$ cat src/shared/tedm_pkg.sv
/*
 * Constants and types of the tooth edge decision block.
 * Assumes a 125 MHz system clock and one 32-bit register word per offset.
 */
`default_nettype none
package tedm_pkg;
	// Operating modes of the decision logic
	typedef enum logic [1:0] {MODE_POWERON, MODE_STARTUP, MODE_CALIB, MODE_RUN} tedm_mode_t;

	// Register byte offsets
	localparam logic [7:0] REG_CTRL   = 8'h00;
	localparam logic [7:0] REG_STATUS = 8'h04;
	localparam logic [7:0] REG_PKPK   = 8'h08;
	localparam logic [7:0] REG_THR    = 8'h0C;

	// Control fields and reset values
	localparam int   CTRL_ENABLE_POS  = 0;
	localparam int   CTRL_RELEARN_POS = 1;
	localparam logic CTRL_ENABLE_RST  = 1'b1;

	// Status field positions
	localparam int ST_MODE_POS  = 0;
	localparam int ST_OUT_POS   = 2;
	localparam int ST_STOP_POS  = 3;
	localparam int ST_UV_POS    = 4;
	localparam int ST_PIN_POS   = 5;
	localparam int ST_LEARN_POS = 8;
	localparam int ST_EDGE_POS  = 16;

	// Startup movement thresholds in gauss (1 G per sample step)
	localparam logic [15:0] SU_NARROW_G = 16'h0028;
	localparam logic [15:0] SU_WIDE_G   = 16'h0050;

	// Percent figures of the running switch logic
	localparam logic [6:0] FRAC_LOW_PCT  = 7'h1E;
	localparam logic [6:0] FRAC_HIGH_PCT = 7'h32;
	localparam logic [6:0] DEADBAND_PCT  = 7'h0A;

	// Calibration edge counts and memory depth
	localparam logic [7:0] CAL_EDGES_ONE  = 8'h03;
	localparam logic [7:0] CAL_EDGES_FOUR = 8'h09;
	localparam logic [2:0] DEPTH_FOUR     = 3'h4;

	// Timing figures and derived cycle counts
	localparam int CLK_MHZ         = 125;
	localparam int POWERON_TIME_US = 1000;
	localparam int POWERON_CYC     = POWERON_TIME_US * CLK_MHZ;
	localparam int IDLE_TIMEOUT_S  = 5;
	localparam int IDLE_CYC        = IDLE_TIMEOUT_S * CLK_MHZ * 1000000;

	// Bus responses
	localparam logic [1:0] RESP_OKAY   = 2'h0;
	localparam logic [1:0] RESP_SLVERR = 2'h2;
endpackage : tedm_pkg
`default_nettype wire

$ cat src/rtl/tedm_top.sv
/*
 * Tooth edge decision logic: turns processed field samples into the
 * two-level open-drain output, with an AXI4-Lite register slave.
 * Assumes samples arrive on CLK_SYS, supply-good and pin readback are async.
 */
`timescale 1ns/1ns
`default_nettype none
module tedm_top #(
	parameter int ADDR_W      = 8,                       // Bus address width
	parameter int POWERON_CYC = tedm_pkg::POWERON_CYC,   // Power-on wait
	parameter int IDLE_CYC    = tedm_pkg::IDLE_CYC       // Stop-mode timeout
) (
	input  wire logic              CLK_SYS,                 // System clock
	input  wire logic              RESET,                   // Sync reset
	input  wire logic              SAMPLE_VALID,            // Sample strobe
	input  wire logic [15:0]       SAMPLE_FIELD,            // Field, offset binary
	input  wire logic              SUPPLY_OK,               // Supply above lockout
	input  wire logic              CFG_HIGH_OPPOSITE_TOOTH, // High opposite tooth
	input  wire logic              CFG_WIDE_STARTUP,        // 80 G startup
	input  wire logic              CFG_FOUR_TOOTH,          // Four-tooth memory
	input  wire logic              CFG_HALF_SWITCH,         // 50 percent point
	input  wire logic              OUT_I,                   // Output pin level
	output logic                   OUT_O,                   // Output drive value
	output logic                   OUT_OE,                  // Pull output low
	input  wire logic              AWVALID,                 // AXI write addr
	output logic                   AWREADY,                 // AXI write addr
	input  wire logic [ADDR_W-1:0] AWADDR,                  // AXI write addr
	input  wire logic              WVALID,                  // AXI write data
	output logic                   WREADY,                  // AXI write data
	input  wire logic [31:0]       WDATA,                   // AXI write data
	input  wire logic [3:0]        WSTRB,                   // AXI byte enables
	output logic                   BVALID,                  // AXI write resp
	input  wire logic              BREADY,                  // AXI write resp
	output logic [1:0]             BRESP,                   // AXI write resp
	input  wire logic              ARVALID,                 // AXI read addr
	output logic                   ARREADY,                 // AXI read addr
	input  wire logic [ADDR_W-1:0] ARADDR,                  // AXI read addr
	output logic                   RVALID,                  // AXI read data
	input  wire logic              RREADY,                  // AXI read data
	output logic [31:0]            RDATA,                   // AXI read data
	output logic [1:0]             RRESP                    // AXI read resp
);
	localparam int PO_W = $clog2(POWERON_CYC + 1);   // Power-on counter width
	localparam int ID_W = $clog2(IDLE_CYC + 1);      // Idle counter width

	// Whole state of the block
	typedef struct packed {
		tedm_pkg::tedm_mode_t mode;       // Operating mode
		logic                 sup_m;      // Supply sync, first stage
		logic                 sup_s;      // Supply sync, second stage
		logic                 pin_m;      // Pin sync, first stage
		logic                 pin_s;      // Pin sync, second stage
		logic [PO_W-1:0]      po_cnt;     // Power-on counter
		logic [ID_W-1:0]      idle_cnt;   // Cycles since last edge
		logic                 stop;       // Stop mode reached
		logic                 armed;      // Startup movement seen
		logic                 tooth;      // Tooth opposite sensor
		logic                 out_high;   // Output level
		logic [15:0]          trk_max;    // Running peak
		logic [15:0]          trk_min;    // Running valley
		logic [3:0][15:0]     mem_max;    // Stored tooth peaks
		logic [3:0][15:0]     mem_min;    // Stored valley levels
		logic [1:0]           wp;         // Next memory slot
		logic [2:0]           learned;    // Teeth learned since relearn
		logic [7:0]           edges;      // Output edges since startup
		logic                 enable;     // Sensing enabled by software
		logic                 aw_have;    // Write address held
		logic [ADDR_W-1:0]    aw_addr;    // Held write address
		logic                 w_have;     // Write data held
		logic [1:0]           w_bits;     // Held control bits
		logic                 w_lane0;    // Held lane 0 enable
		logic                 bvalid;     // Write answer pending
		logic [1:0]           bresp;      // Write answer code
		logic                 rvalid;     // Read answer pending
		logic [31:0]          rdata;      // Read answer word
		logic [1:0]           rresp;      // Read answer code
	} tedm_state_t;

	tedm_state_t s_q;   // Registered state
	tedm_state_t s_d;   // Next state

	// Percentage of a span, truncated
	function automatic logic [15:0] pct_of(input logic [15:0] span, input logic [6:0] pct);
		logic [22:0] prod;
		prod = span * pct;
		return 16'(prod / 23'd100);
	endfunction : pct_of

	// Known register word address
	function automatic logic reg_hit(input logic [ADDR_W-1:0] a);
		logic [7:0] w;
		w = {a[7:2], 2'b00};
		return (w == tedm_pkg::REG_CTRL) || (w == tedm_pkg::REG_STATUS) ||
		       (w == tedm_pkg::REG_PKPK) || (w == tedm_pkg::REG_THR);
	endfunction : reg_hit

	////////////////////////////////////////////////////////////////////////
	// Decision datapath signals
	logic        uv;         // Supply below lockout
	logic        take;       // Sample accepted
	logic        active;     // Calibrating or running
	logic        use_four;   // Reference from four teeth back
	logic [1:0]  last;       // Most recent slot
	logic [15:0] ref_max;    // Reference peak
	logic [15:0] ref_min;    // Reference valley
	logic [15:0] span;       // Reference peak-to-peak
	logic [15:0] thr;        // Switch threshold
	logic [15:0] hys;        // Half deadband
	logic [16:0] thr_hi;     // Upper switch level
	logic [16:0] thr_lo;     // Lower switch level
	logic        tooth_n;    // Tooth decision on this sample
	logic        edge_ev;    // Output edge now
	logic [15:0] nmax;       // Peak including sample
	logic [15:0] nmin;       // Valley including sample
	logic [15:0] new_span;   // Span of tooth being stored
	logic        sudden;     // Stored span jumped
	logic [7:0]  cal_edges;  // Calibration length
	logic [6:0]  frac;       // Switch fraction
	logic [15:0] su_thr;     // Startup movement needed

	// Datapath: options, reference choice, threshold and decision
	always_comb begin
		uv        = !s_q.sup_s;
		take      = SAMPLE_VALID && s_q.enable && !uv;
		active    = (s_q.mode == tedm_pkg::MODE_CALIB) || (s_q.mode == tedm_pkg::MODE_RUN);
		// Options are treated as wired straps
		frac      = CFG_HALF_SWITCH ? tedm_pkg::FRAC_HIGH_PCT : tedm_pkg::FRAC_LOW_PCT;
		su_thr    = CFG_WIDE_STARTUP ? tedm_pkg::SU_WIDE_G : tedm_pkg::SU_NARROW_G;
		cal_edges = CFG_FOUR_TOOTH ? tedm_pkg::CAL_EDGES_FOUR : tedm_pkg::CAL_EDGES_ONE;
		use_four  = CFG_FOUR_TOOTH && (s_q.learned == tedm_pkg::DEPTH_FOUR);
		last      = s_q.wp - 2'h1;
		nmax      = (SAMPLE_FIELD > s_q.trk_max) ? SAMPLE_FIELD : s_q.trk_max;
		nmin      = (SAMPLE_FIELD < s_q.trk_min) ? SAMPLE_FIELD : s_q.trk_min;
		// Startup judges on live tracking, later modes on stored teeth
		if (s_q.mode == tedm_pkg::MODE_STARTUP) begin
			ref_max = nmax;
			ref_min = nmin;
		end else if (s_q.mode == tedm_pkg::MODE_RUN && use_four) begin
			ref_max = s_q.mem_max[s_q.wp];
			ref_min = s_q.mem_min[s_q.wp];
		end else begin
			ref_max = s_q.mem_max[last];
			ref_min = s_q.mem_min[last];
		end
		span   = (ref_max > ref_min) ? ref_max - ref_min : 16'h0000;
		thr    = ref_min + pct_of(span, frac);
		// Deadband only in running mode, split evenly round the threshold
		hys    = (s_q.mode == tedm_pkg::MODE_RUN) ? (pct_of(span, tedm_pkg::DEADBAND_PCT) >> 1) :
		         16'h0000;
		thr_hi = {1'b0, thr} + {1'b0, hys};
		thr_lo = (thr > hys) ? {1'b0, thr - hys} : 17'h00000;
		tooth_n = s_q.tooth ? !({1'b0, SAMPLE_FIELD} < thr_lo) : ({1'b0, SAMPLE_FIELD} > thr_hi);
		edge_ev = take && active && (tooth_n != s_q.tooth);
		new_span = s_q.trk_max - s_q.trk_min;
		// A tooth at under half or over double the reference span counts as a jump
		sudden   = ({1'b0, new_span, 1'b0} < {2'b00, span}) || ({1'b0, new_span} > {span, 1'b0});
	end

	////////////////////////////////////////////////////////////////////////
	// Next-state logic for modes, memory, timers and the register slave
	always_comb begin
		s_d       = s_q;
		s_d.sup_m = SUPPLY_OK;
		s_d.sup_s = s_q.sup_m;
		s_d.pin_m = OUT_I;
		s_d.pin_s = s_q.pin_m;
		case (s_q.mode)
			// Wait out the power-on time with output high
			tedm_pkg::MODE_POWERON: begin
				s_d.out_high = 1'b1;
				if (s_q.po_cnt == PO_W'(POWERON_CYC - 1)) begin
					s_d.mode    = tedm_pkg::MODE_STARTUP;
					s_d.trk_max = 16'h0000;
					s_d.trk_min = 16'hFFFF;
					s_d.armed   = 1'b0;
				end else begin
					s_d.po_cnt = s_q.po_cnt + PO_W'(1);
				end
			end
			// Track movement, then fall at the first matching edge
			tedm_pkg::MODE_STARTUP: begin
				if (take) begin
					s_d.trk_max = nmax;
					s_d.trk_min = nmin;
					if (nmax > nmin && (nmax - nmin) > su_thr) begin
						s_d.armed = 1'b1;
					end
					// Output low needs tooth for low option, valley for high
					if (s_q.armed && (tooth_n != CFG_HIGH_OPPOSITE_TOOTH)) begin
						s_d.out_high   = 1'b0;
						s_d.tooth      = tooth_n;
						s_d.mode       = tedm_pkg::MODE_CALIB;
						s_d.mem_max[0] = nmax;
						s_d.mem_min[0] = nmin;
						s_d.wp         = 2'h1;
						s_d.learned    = 3'h1;
						s_d.edges      = 8'h01;
						s_d.idle_cnt   = '0;
						// Falling into a tooth keeps the valley for the record it will close
						if (!tooth_n) begin
							s_d.trk_max = SAMPLE_FIELD;
							s_d.trk_min = SAMPLE_FIELD;
						end
					end
				end
			end
			// Calibration and running share the switch path
			tedm_pkg::MODE_CALIB, tedm_pkg::MODE_RUN: begin
				if (take) begin
					s_d.trk_max = nmax;
					s_d.trk_min = nmin;
				end
				if (edge_ev) begin
					s_d.tooth    = tooth_n;
					s_d.out_high = CFG_HIGH_OPPOSITE_TOOTH ? tooth_n : !tooth_n;
					s_d.idle_cnt = '0;
					s_d.stop     = 1'b0;
					if (s_q.edges != 8'hFF) begin
						s_d.edges = s_q.edges + 8'h01;
					end
					if (s_q.mode == tedm_pkg::MODE_CALIB && s_q.edges + 8'h01 == cal_edges) begin
						s_d.mode = tedm_pkg::MODE_RUN;
					end
					// Leaving a tooth closes its record
					if (s_q.tooth) begin
						s_d.mem_max[s_q.wp] = s_q.trk_max;
						s_d.mem_min[s_q.wp] = s_q.trk_min;
						s_d.wp              = s_q.wp + 2'h1;
						s_d.trk_max         = SAMPLE_FIELD;
						s_d.trk_min         = SAMPLE_FIELD;
						if (sudden) begin
							s_d.learned = 3'h1;
						end else if (s_q.learned != tedm_pkg::DEPTH_FOUR) begin
							s_d.learned = s_q.learned + 3'h1;
						end
					end
				end else if (s_q.idle_cnt == ID_W'(IDLE_CYC - 1)) begin
					s_d.stop = 1'b1;
				end else begin
					s_d.idle_cnt = s_q.idle_cnt + ID_W'(1);
				end
			end
			default: begin
				s_d.mode = tedm_pkg::MODE_POWERON;
			end
		endcase
		// Lockout restarts from power-on with the output released high
		if (uv) begin
			s_d.mode     = tedm_pkg::MODE_POWERON;
			s_d.po_cnt   = '0;
			s_d.out_high = 1'b1;
			s_d.tooth    = 1'b0;
			s_d.stop     = 1'b0;
			s_d.idle_cnt = '0;
		end
		// Register slave: address and data taken in either order
		if (AWVALID && AWREADY) begin
			s_d.aw_have = 1'b1;
			s_d.aw_addr = AWADDR;
		end
		if (WVALID && WREADY) begin
			s_d.w_have  = 1'b1;
			s_d.w_bits  = WDATA[1:0];
			s_d.w_lane0 = WSTRB[0];
		end
		if (s_q.aw_have && s_q.w_have) begin
			s_d.aw_have = 1'b0;
			s_d.w_have  = 1'b0;
			s_d.bvalid  = 1'b1;
			s_d.bresp   = reg_hit(s_q.aw_addr) ? tedm_pkg::RESP_OKAY : tedm_pkg::RESP_SLVERR;
			if ({s_q.aw_addr[7:2], 2'b00} == tedm_pkg::REG_CTRL && s_q.w_lane0) begin
				s_d.enable = s_q.w_bits[tedm_pkg::CTRL_ENABLE_POS];
				// Relearn drops back to single-tooth reference
				if (s_q.w_bits[tedm_pkg::CTRL_RELEARN_POS]) begin
					s_d.learned = 3'h0;
				end
			end
		end else if (s_q.bvalid && BREADY) begin
			s_d.bvalid = 1'b0;
		end
		if (ARVALID && ARREADY) begin
			s_d.rvalid = 1'b1;
			s_d.rresp  = reg_hit(ARADDR) ? tedm_pkg::RESP_OKAY : tedm_pkg::RESP_SLVERR;
			s_d.rdata  = 32'h00000000;
			case ({ARADDR[7:2], 2'b00})
				tedm_pkg::REG_CTRL:   s_d.rdata[tedm_pkg::CTRL_ENABLE_POS] = s_q.enable;
				tedm_pkg::REG_STATUS: begin
					s_d.rdata[tedm_pkg::ST_MODE_POS +: 2]  = s_q.mode;
					s_d.rdata[tedm_pkg::ST_OUT_POS]        = s_q.out_high;
					s_d.rdata[tedm_pkg::ST_STOP_POS]       = s_q.stop;
					s_d.rdata[tedm_pkg::ST_UV_POS]         = uv;
					s_d.rdata[tedm_pkg::ST_PIN_POS]        = s_q.pin_s;
					s_d.rdata[tedm_pkg::ST_LEARN_POS +: 3] = s_q.learned;
					s_d.rdata[tedm_pkg::ST_EDGE_POS +: 8]  = s_q.edges;
				end
				tedm_pkg::REG_PKPK:   s_d.rdata[15:0] = span;
				tedm_pkg::REG_THR:    s_d.rdata[15:0] = thr;
				default:              s_d.rdata = 32'h00000000;
			endcase
		end else if (s_q.rvalid && RREADY) begin
			s_d.rvalid = 1'b0;
		end
	end

	// State register with synchronous reset
	always_ff @(posedge CLK_SYS) begin
		if (RESET) begin
			s_q          <= '0;
			s_q.mode     <= tedm_pkg::MODE_POWERON;
			s_q.out_high <= 1'b1;
			s_q.trk_min  <= 16'hFFFF;
			s_q.pin_m    <= 1'b1;        // Line idles high behind its pull-up
			s_q.pin_s    <= 1'b1;
			s_q.enable   <= tedm_pkg::CTRL_ENABLE_RST;
		end else begin
			s_q <= s_d;
		end
	end

	////////////////////////////////////////////////////////////////////////
	// Outputs: open drain, only ever pulls low
	assign OUT_O   = 1'b0;
	assign OUT_OE  = !s_q.out_high;
	assign AWREADY = !s_q.aw_have && !s_q.bvalid;
	assign WREADY  = !s_q.w_have && !s_q.bvalid;
	assign BVALID  = s_q.bvalid;
	assign BRESP   = s_q.bresp;
	assign ARREADY = !s_q.rvalid;
	assign RVALID  = s_q.rvalid;
	assign RDATA   = s_q.rdata;
	assign RRESP   = s_q.rresp;

	////////////////////////////////////////////////////////////////////////
	// Checks
	AST_POLARITY: assert property (@(posedge CLK_SYS) disable iff (RESET)
		$past(edge_ev) && !$past(uv) |-> OUT_OE == (CFG_HIGH_OPPOSITE_TOOTH ^ s_q.tooth))
		else $error("output level does not match polarity option");
	AST_NO_EARLY_EDGE: assert property (@(posedge CLK_SYS) disable iff (RESET)
		s_q.mode == tedm_pkg::MODE_STARTUP && !s_q.armed |=> !OUT_OE)
		else $error("edge before startup movement");
	AST_DEPTH: assert property (@(posedge CLK_SYS) disable iff (RESET)
		s_q.learned <= tedm_pkg::DEPTH_FOUR)
		else $error("learned teeth beyond memory depth");
	AST_SWITCH_LEVEL: assert property (@(posedge CLK_SYS) disable iff (RESET)
		edge_ev && tooth_n && s_q.mode == tedm_pkg::MODE_RUN |-> {1'b0, SAMPLE_FIELD} > {1'b0, thr} + {1'b0, hys})
		else $error("tooth entered inside deadband");
	AST_IDLE_STOP: assert property (@(posedge CLK_SYS) disable iff (RESET)
		active && !uv && !edge_ev && s_q.idle_cnt == ID_W'(IDLE_CYC - 1) |=> s_q.stop)
		else $error("stop mode not entered at timeout");
	AST_POWERON_HOLD: assert property (@(posedge CLK_SYS) disable iff (RESET)
		s_q.mode == tedm_pkg::MODE_POWERON |-> !OUT_OE ##1 (s_q.mode != tedm_pkg::MODE_CALIB))
		else $error("edge during power-on time");
	AST_FIRST_FALL: assert property (@(posedge CLK_SYS) disable iff (RESET)
		$past(s_q.mode) == tedm_pkg::MODE_STARTUP && s_q.mode == tedm_pkg::MODE_CALIB |-> OUT_OE)
		else $error("first edge is not high to low");
	AST_CAL_LENGTH: assert property (@(posedge CLK_SYS) disable iff (RESET)
		$past(s_q.mode) == tedm_pkg::MODE_CALIB && s_q.mode == tedm_pkg::MODE_RUN |-> s_q.edges == cal_edges)
		else $error("calibration length wrong");
	AST_UV_HIGH: assert property (@(posedge CLK_SYS) disable iff (RESET)
		uv |=> !OUT_OE [*2])
		else $error("output not high under lockout");
endmodule : tedm_top
`default_nettype wire

$ cat config.mk
export PLATFORM = sky130hd
export DESIGN_NAME = tedm_top
export DESIGN_NICKNAME = d
export VERILOG_FILES = /design/src/shared/tedm_pkg.sv /design/src/rtl/tedm_top.sv
export SDC_FILE = /design/constraint.sdc
export NUM_CORES = 2
export LEC_CHECK = 0
export ABC_CLOCK_PERIOD_IN_PS = 32800
export BUFFER_PORTS_ARGS = -buffer_cell sky130_fd_sc_hd__buf_2
export CORE_ASPECT_RATIO = 0.75
export CORE_UTILIZATION = 55
export CTS_CLUSTER_SIZE = 30
export DETAILED_ROUTE_END_ITERATION = 6
export PLACE_DENSITY = 0.8
export SLEW_MARGIN = 10
export SYNTH_ARGS = -nofsm -noshare
export SYNTH_HDL_FRONTEND = slang
export SYNTH_SLANG_ARGS = --single-unit
$ cat constraint.sdc
create_clock -name CLK_SYS -period 32.8 [get_ports CLK_SYS]
set_input_delay 1.64 -clock CLK_SYS [delete_from_list [all_inputs] [get_ports CLK_SYS]]
set_output_delay 1.64 -clock CLK_SYS [all_outputs]
set_load 0.01 [all_outputs]
==> results.toml <==
[yosys]
synth_mux_area_frac = 0.0788
ys_top_cells_by_count = "nand2_1 (429), nor2_1 (377), a21oi_1 (333)"
synth-edff-count = 0
ys_warn_count = 0
synth_top_cell_by_area = "dfxtp_1"
syn_area_um2 = 28900
synth_seq_cells = 270
synth.distinct_cells = 123
synth_top_family_by_area = "compound AO/OA/AOI/OAI gates"
synth_simple_gate_area_frac = 0.204
synth_top_cell_area_share = 0.187
yosysSeqAreaShare = 0.187
synth_compound_area_frac = 0.264
synth_fa_ha_area_frac = 0.152
synthFlopType = "dfxtp_1"
yosysMostFrequentCell = "nand2_1"
ys_async_sr_fraction = 0
synth-xor-area-share = 0.0518
ys_top_cells_by_area = "dfxtp_1 (19%), ha_1 (11%), a21oi_1 (5.8%), nand2_1 (5.6%), mux4_2 (5.1%)"
synth_cells = 3740
synth.avg_cell_area_um2 = 7.72

[routing]
remaining_drc_errors = 0
vias = 28300
avgRoutedWirePerCell_um = 19.5
drtIter0Drc = 3343
viasPerCell = 6.45
drt-pass1-iter-count = 6
drt_wl_total_mm = 85.8
postRouteAntennaNets = 0

[sta]
setup-violations-final = 0
worstMarginPinSlew_ns = 1.09
hold_viol_final = 0
setup_tns_ns = 0
post-route-min-period_ns = 30.65
rsz0062_at_grt = "no"
relSlewSlack = 0.273
max_freq_mhz = 32.6
finalCritPeriodShare = 0.934
hold-worst-slack_ns = 0.461
clock_skew_ns = 0.0220
slew_violations = 0
fin_ws_ns = 2.15

[pwr]
finalPower_mw = 0.719
clkPwrFrac = 0.460
internal-power_mw = 0.542
switching_share = 0.246
peakVddDrop_v = 0.0000369
powerDensity_nw_per_um2 = 23.6
pwr-share-comb = 0.081
power.leakage_nw = 12.5
power_switching_mw = 0.177
power_frac_seq = 0.459

[grt]
grt_start_max_net_pins = 98
grt_pass1_vias = 25300
track_usage = 0.313
overflow = 0
grt_pass1_wl_mm = 137
grt_antenna_before_repair = 4

[outcome]
outcome = "completed"

[setup_path]
start_kind = "input pin"
cp-end-kind = "flip-flop"
path_buf_inv = 6
cp.depth = 110
reg2regPathDepth = 110
cpLargestDelayFamily = "compound AO/OA/AOI/OAI gates"
worstPathRequired_ns = 33.22
critical_path.slowest_cell = "a211oi_1"
cpMostUsedCell = "a21o_1"
crit_path_max_incr_delay_ns = 0.76
critical_path.max_fanout = 16
crit_arrival_ns = 31.07
crit_type = "in2reg"

[cts]
cts-root-buf = "clkbuf_16"
insertion_delay_ns = 0.57
cts_setup_buffers = 0
clk_pin_slew_ns = 0.07
cts_buffers = 27
cts.path.max_buffers = 3
cts.htree.levels = 1
cts_hold_buf = 0
cts_tree = "done"
cts_resized = 0
cts.sinks = 270

[floorplanning]
fp.dieH_um = 200
io_pins = 125
die_w_um = 267
dieArea_um2 = 53400
rows = 72
start_util = 0.559
core_area_um2 = 51700

[finish]
drive_gt1_frac = 0.0935
fin_nets = 4067
area.growth.synth_to_final_pct = 5.33
multi_input_area_um2 = 21800
nFillCells = 4714
seqCellArea_um2 = 5410

[placed_design]
io_buffers = 76
preCtsSetupSlack_ns = 2.04
detailed_place_hpwl_mm = 64.1
routabilityCongestion = 1.01

[run]
drv_cap = 0

[worst_hold_path]
hp-class = "reg2reg"
worstHoldPathCells = 1
stage by stage:
stage | area (µm²) | utilization | std cells
floorplan | 28900 | - | 3750
global placement | 29500 | 0.570 | 4347
detailed placement | 29500 | 0.570 | 4347
CTS | 30400 | 0.588 | 4393
global route | 30400 | 0.588 | 4393
finish | 30400 | 0.588 | 4394
sequential cells by signal, summed over array words and instances, names as in the netlist:
signal and cells:
s_q 240, RDATA 24, RRESP 1, s_d 2
BRESP 1, RVALID 1, BVALID 1
cell usage in the layout (no fill, tap or decap), types with 26 or more instances in the layout:
cell,count
a211oi_1,59
a21o_1,77
a21oi_1,329
a22oi_1,45
a311oi_1,28
a31oi_1,28
and2_1,26
buf_2,75
buf_4,32
clkbuf_16,27
dfxtp_1,268
fa_1,49
ha_1,263
inv_1,216
mux2i_1,49
mux4_2,65
nand2_1,427
nand2b_1,74
nand3_1,75
nand4_1,43
nor2_1,376
nor2b_1,27
nor3_1,58
o211ai_1,36
o21ai_0,222
o22ai_1,33
or3_1,29
xnor2_1,96
xor2_1,63
power groups by stage:
stage / Combinational [mW] / Clock (mW) / Sequential, mW
final: 0.0579 / 0.331 / 0.330
after global routing: 0.0634 / 0.349 / 0.330
after CTS: 0.0561 / 0.334 / 0.330
after detailed placement: 0.0555 / 0 / 0.338
after global placement: 0.0545 / 0 / 0.338
after floorplan: 0.0390 / 0 / 0.338
logic make-up (layout without fill, tap and decap cells):
| family | Yosys count | in the layout |
|---|---|---|
| other | 1 | 12 |
| muxes | 142 | 142 |
| AOI/OAI and AO/OA | 1138 | 1138 |
| adders and majority gates | 323 | 323 |
| xor gates and xnor gates | 164 | 164 |
| DFF | 270 | 270 |
| buffers and inverters | 433 | 373 |
| and+or+nand+nor | 1269 | 1269 |
layout make-up:
class	count	share of cell area
diodes	1	0.0000823
clock buffers	36	0.0246
clock inverters	10	0.00551
inverters	219	0.0270
multi-input cells	3047	0.715
flip-flops and latches	270	0.178
well taps	703	0.0289
repair buffers	108	0.0206
path summary, 6_finish.rpt:
| path | start | to | slack [ns] |
|---|---|---|---|
| worst min-delay path | s_d[278]$_SDFF_PP0_ | s_q[278]$_SDFF_PP0_ | 0.46 |
| worst max-delay path | SAMPLE_FIELD[1] | s_q[248]$_SDFFE_PP0P_ | 2.15 |
| worst max register to register | s_q[194]$_SDFFE_PP1P_ | s_q[248]$_SDFFE_PP0P_ | 2.84 |
| worst min register to register | s_d[278]$_SDFF_PP0_ | s_q[278]$_SDFF_PP0_ | 0.46 |
routing by layer:
layer / vias to the layer above / part of all wire / track usage
met1: 13300 / 0.46 / 0.480
met3: 121 / 0.12 / 0.0748
met2: 1471 / 0.40 / 0.437
met4: 6 / 0.019 / 0.0640
li1: 13400 / - / -
met5: - / 0.00040 / 0
Power figures use the tool's default switching activity.
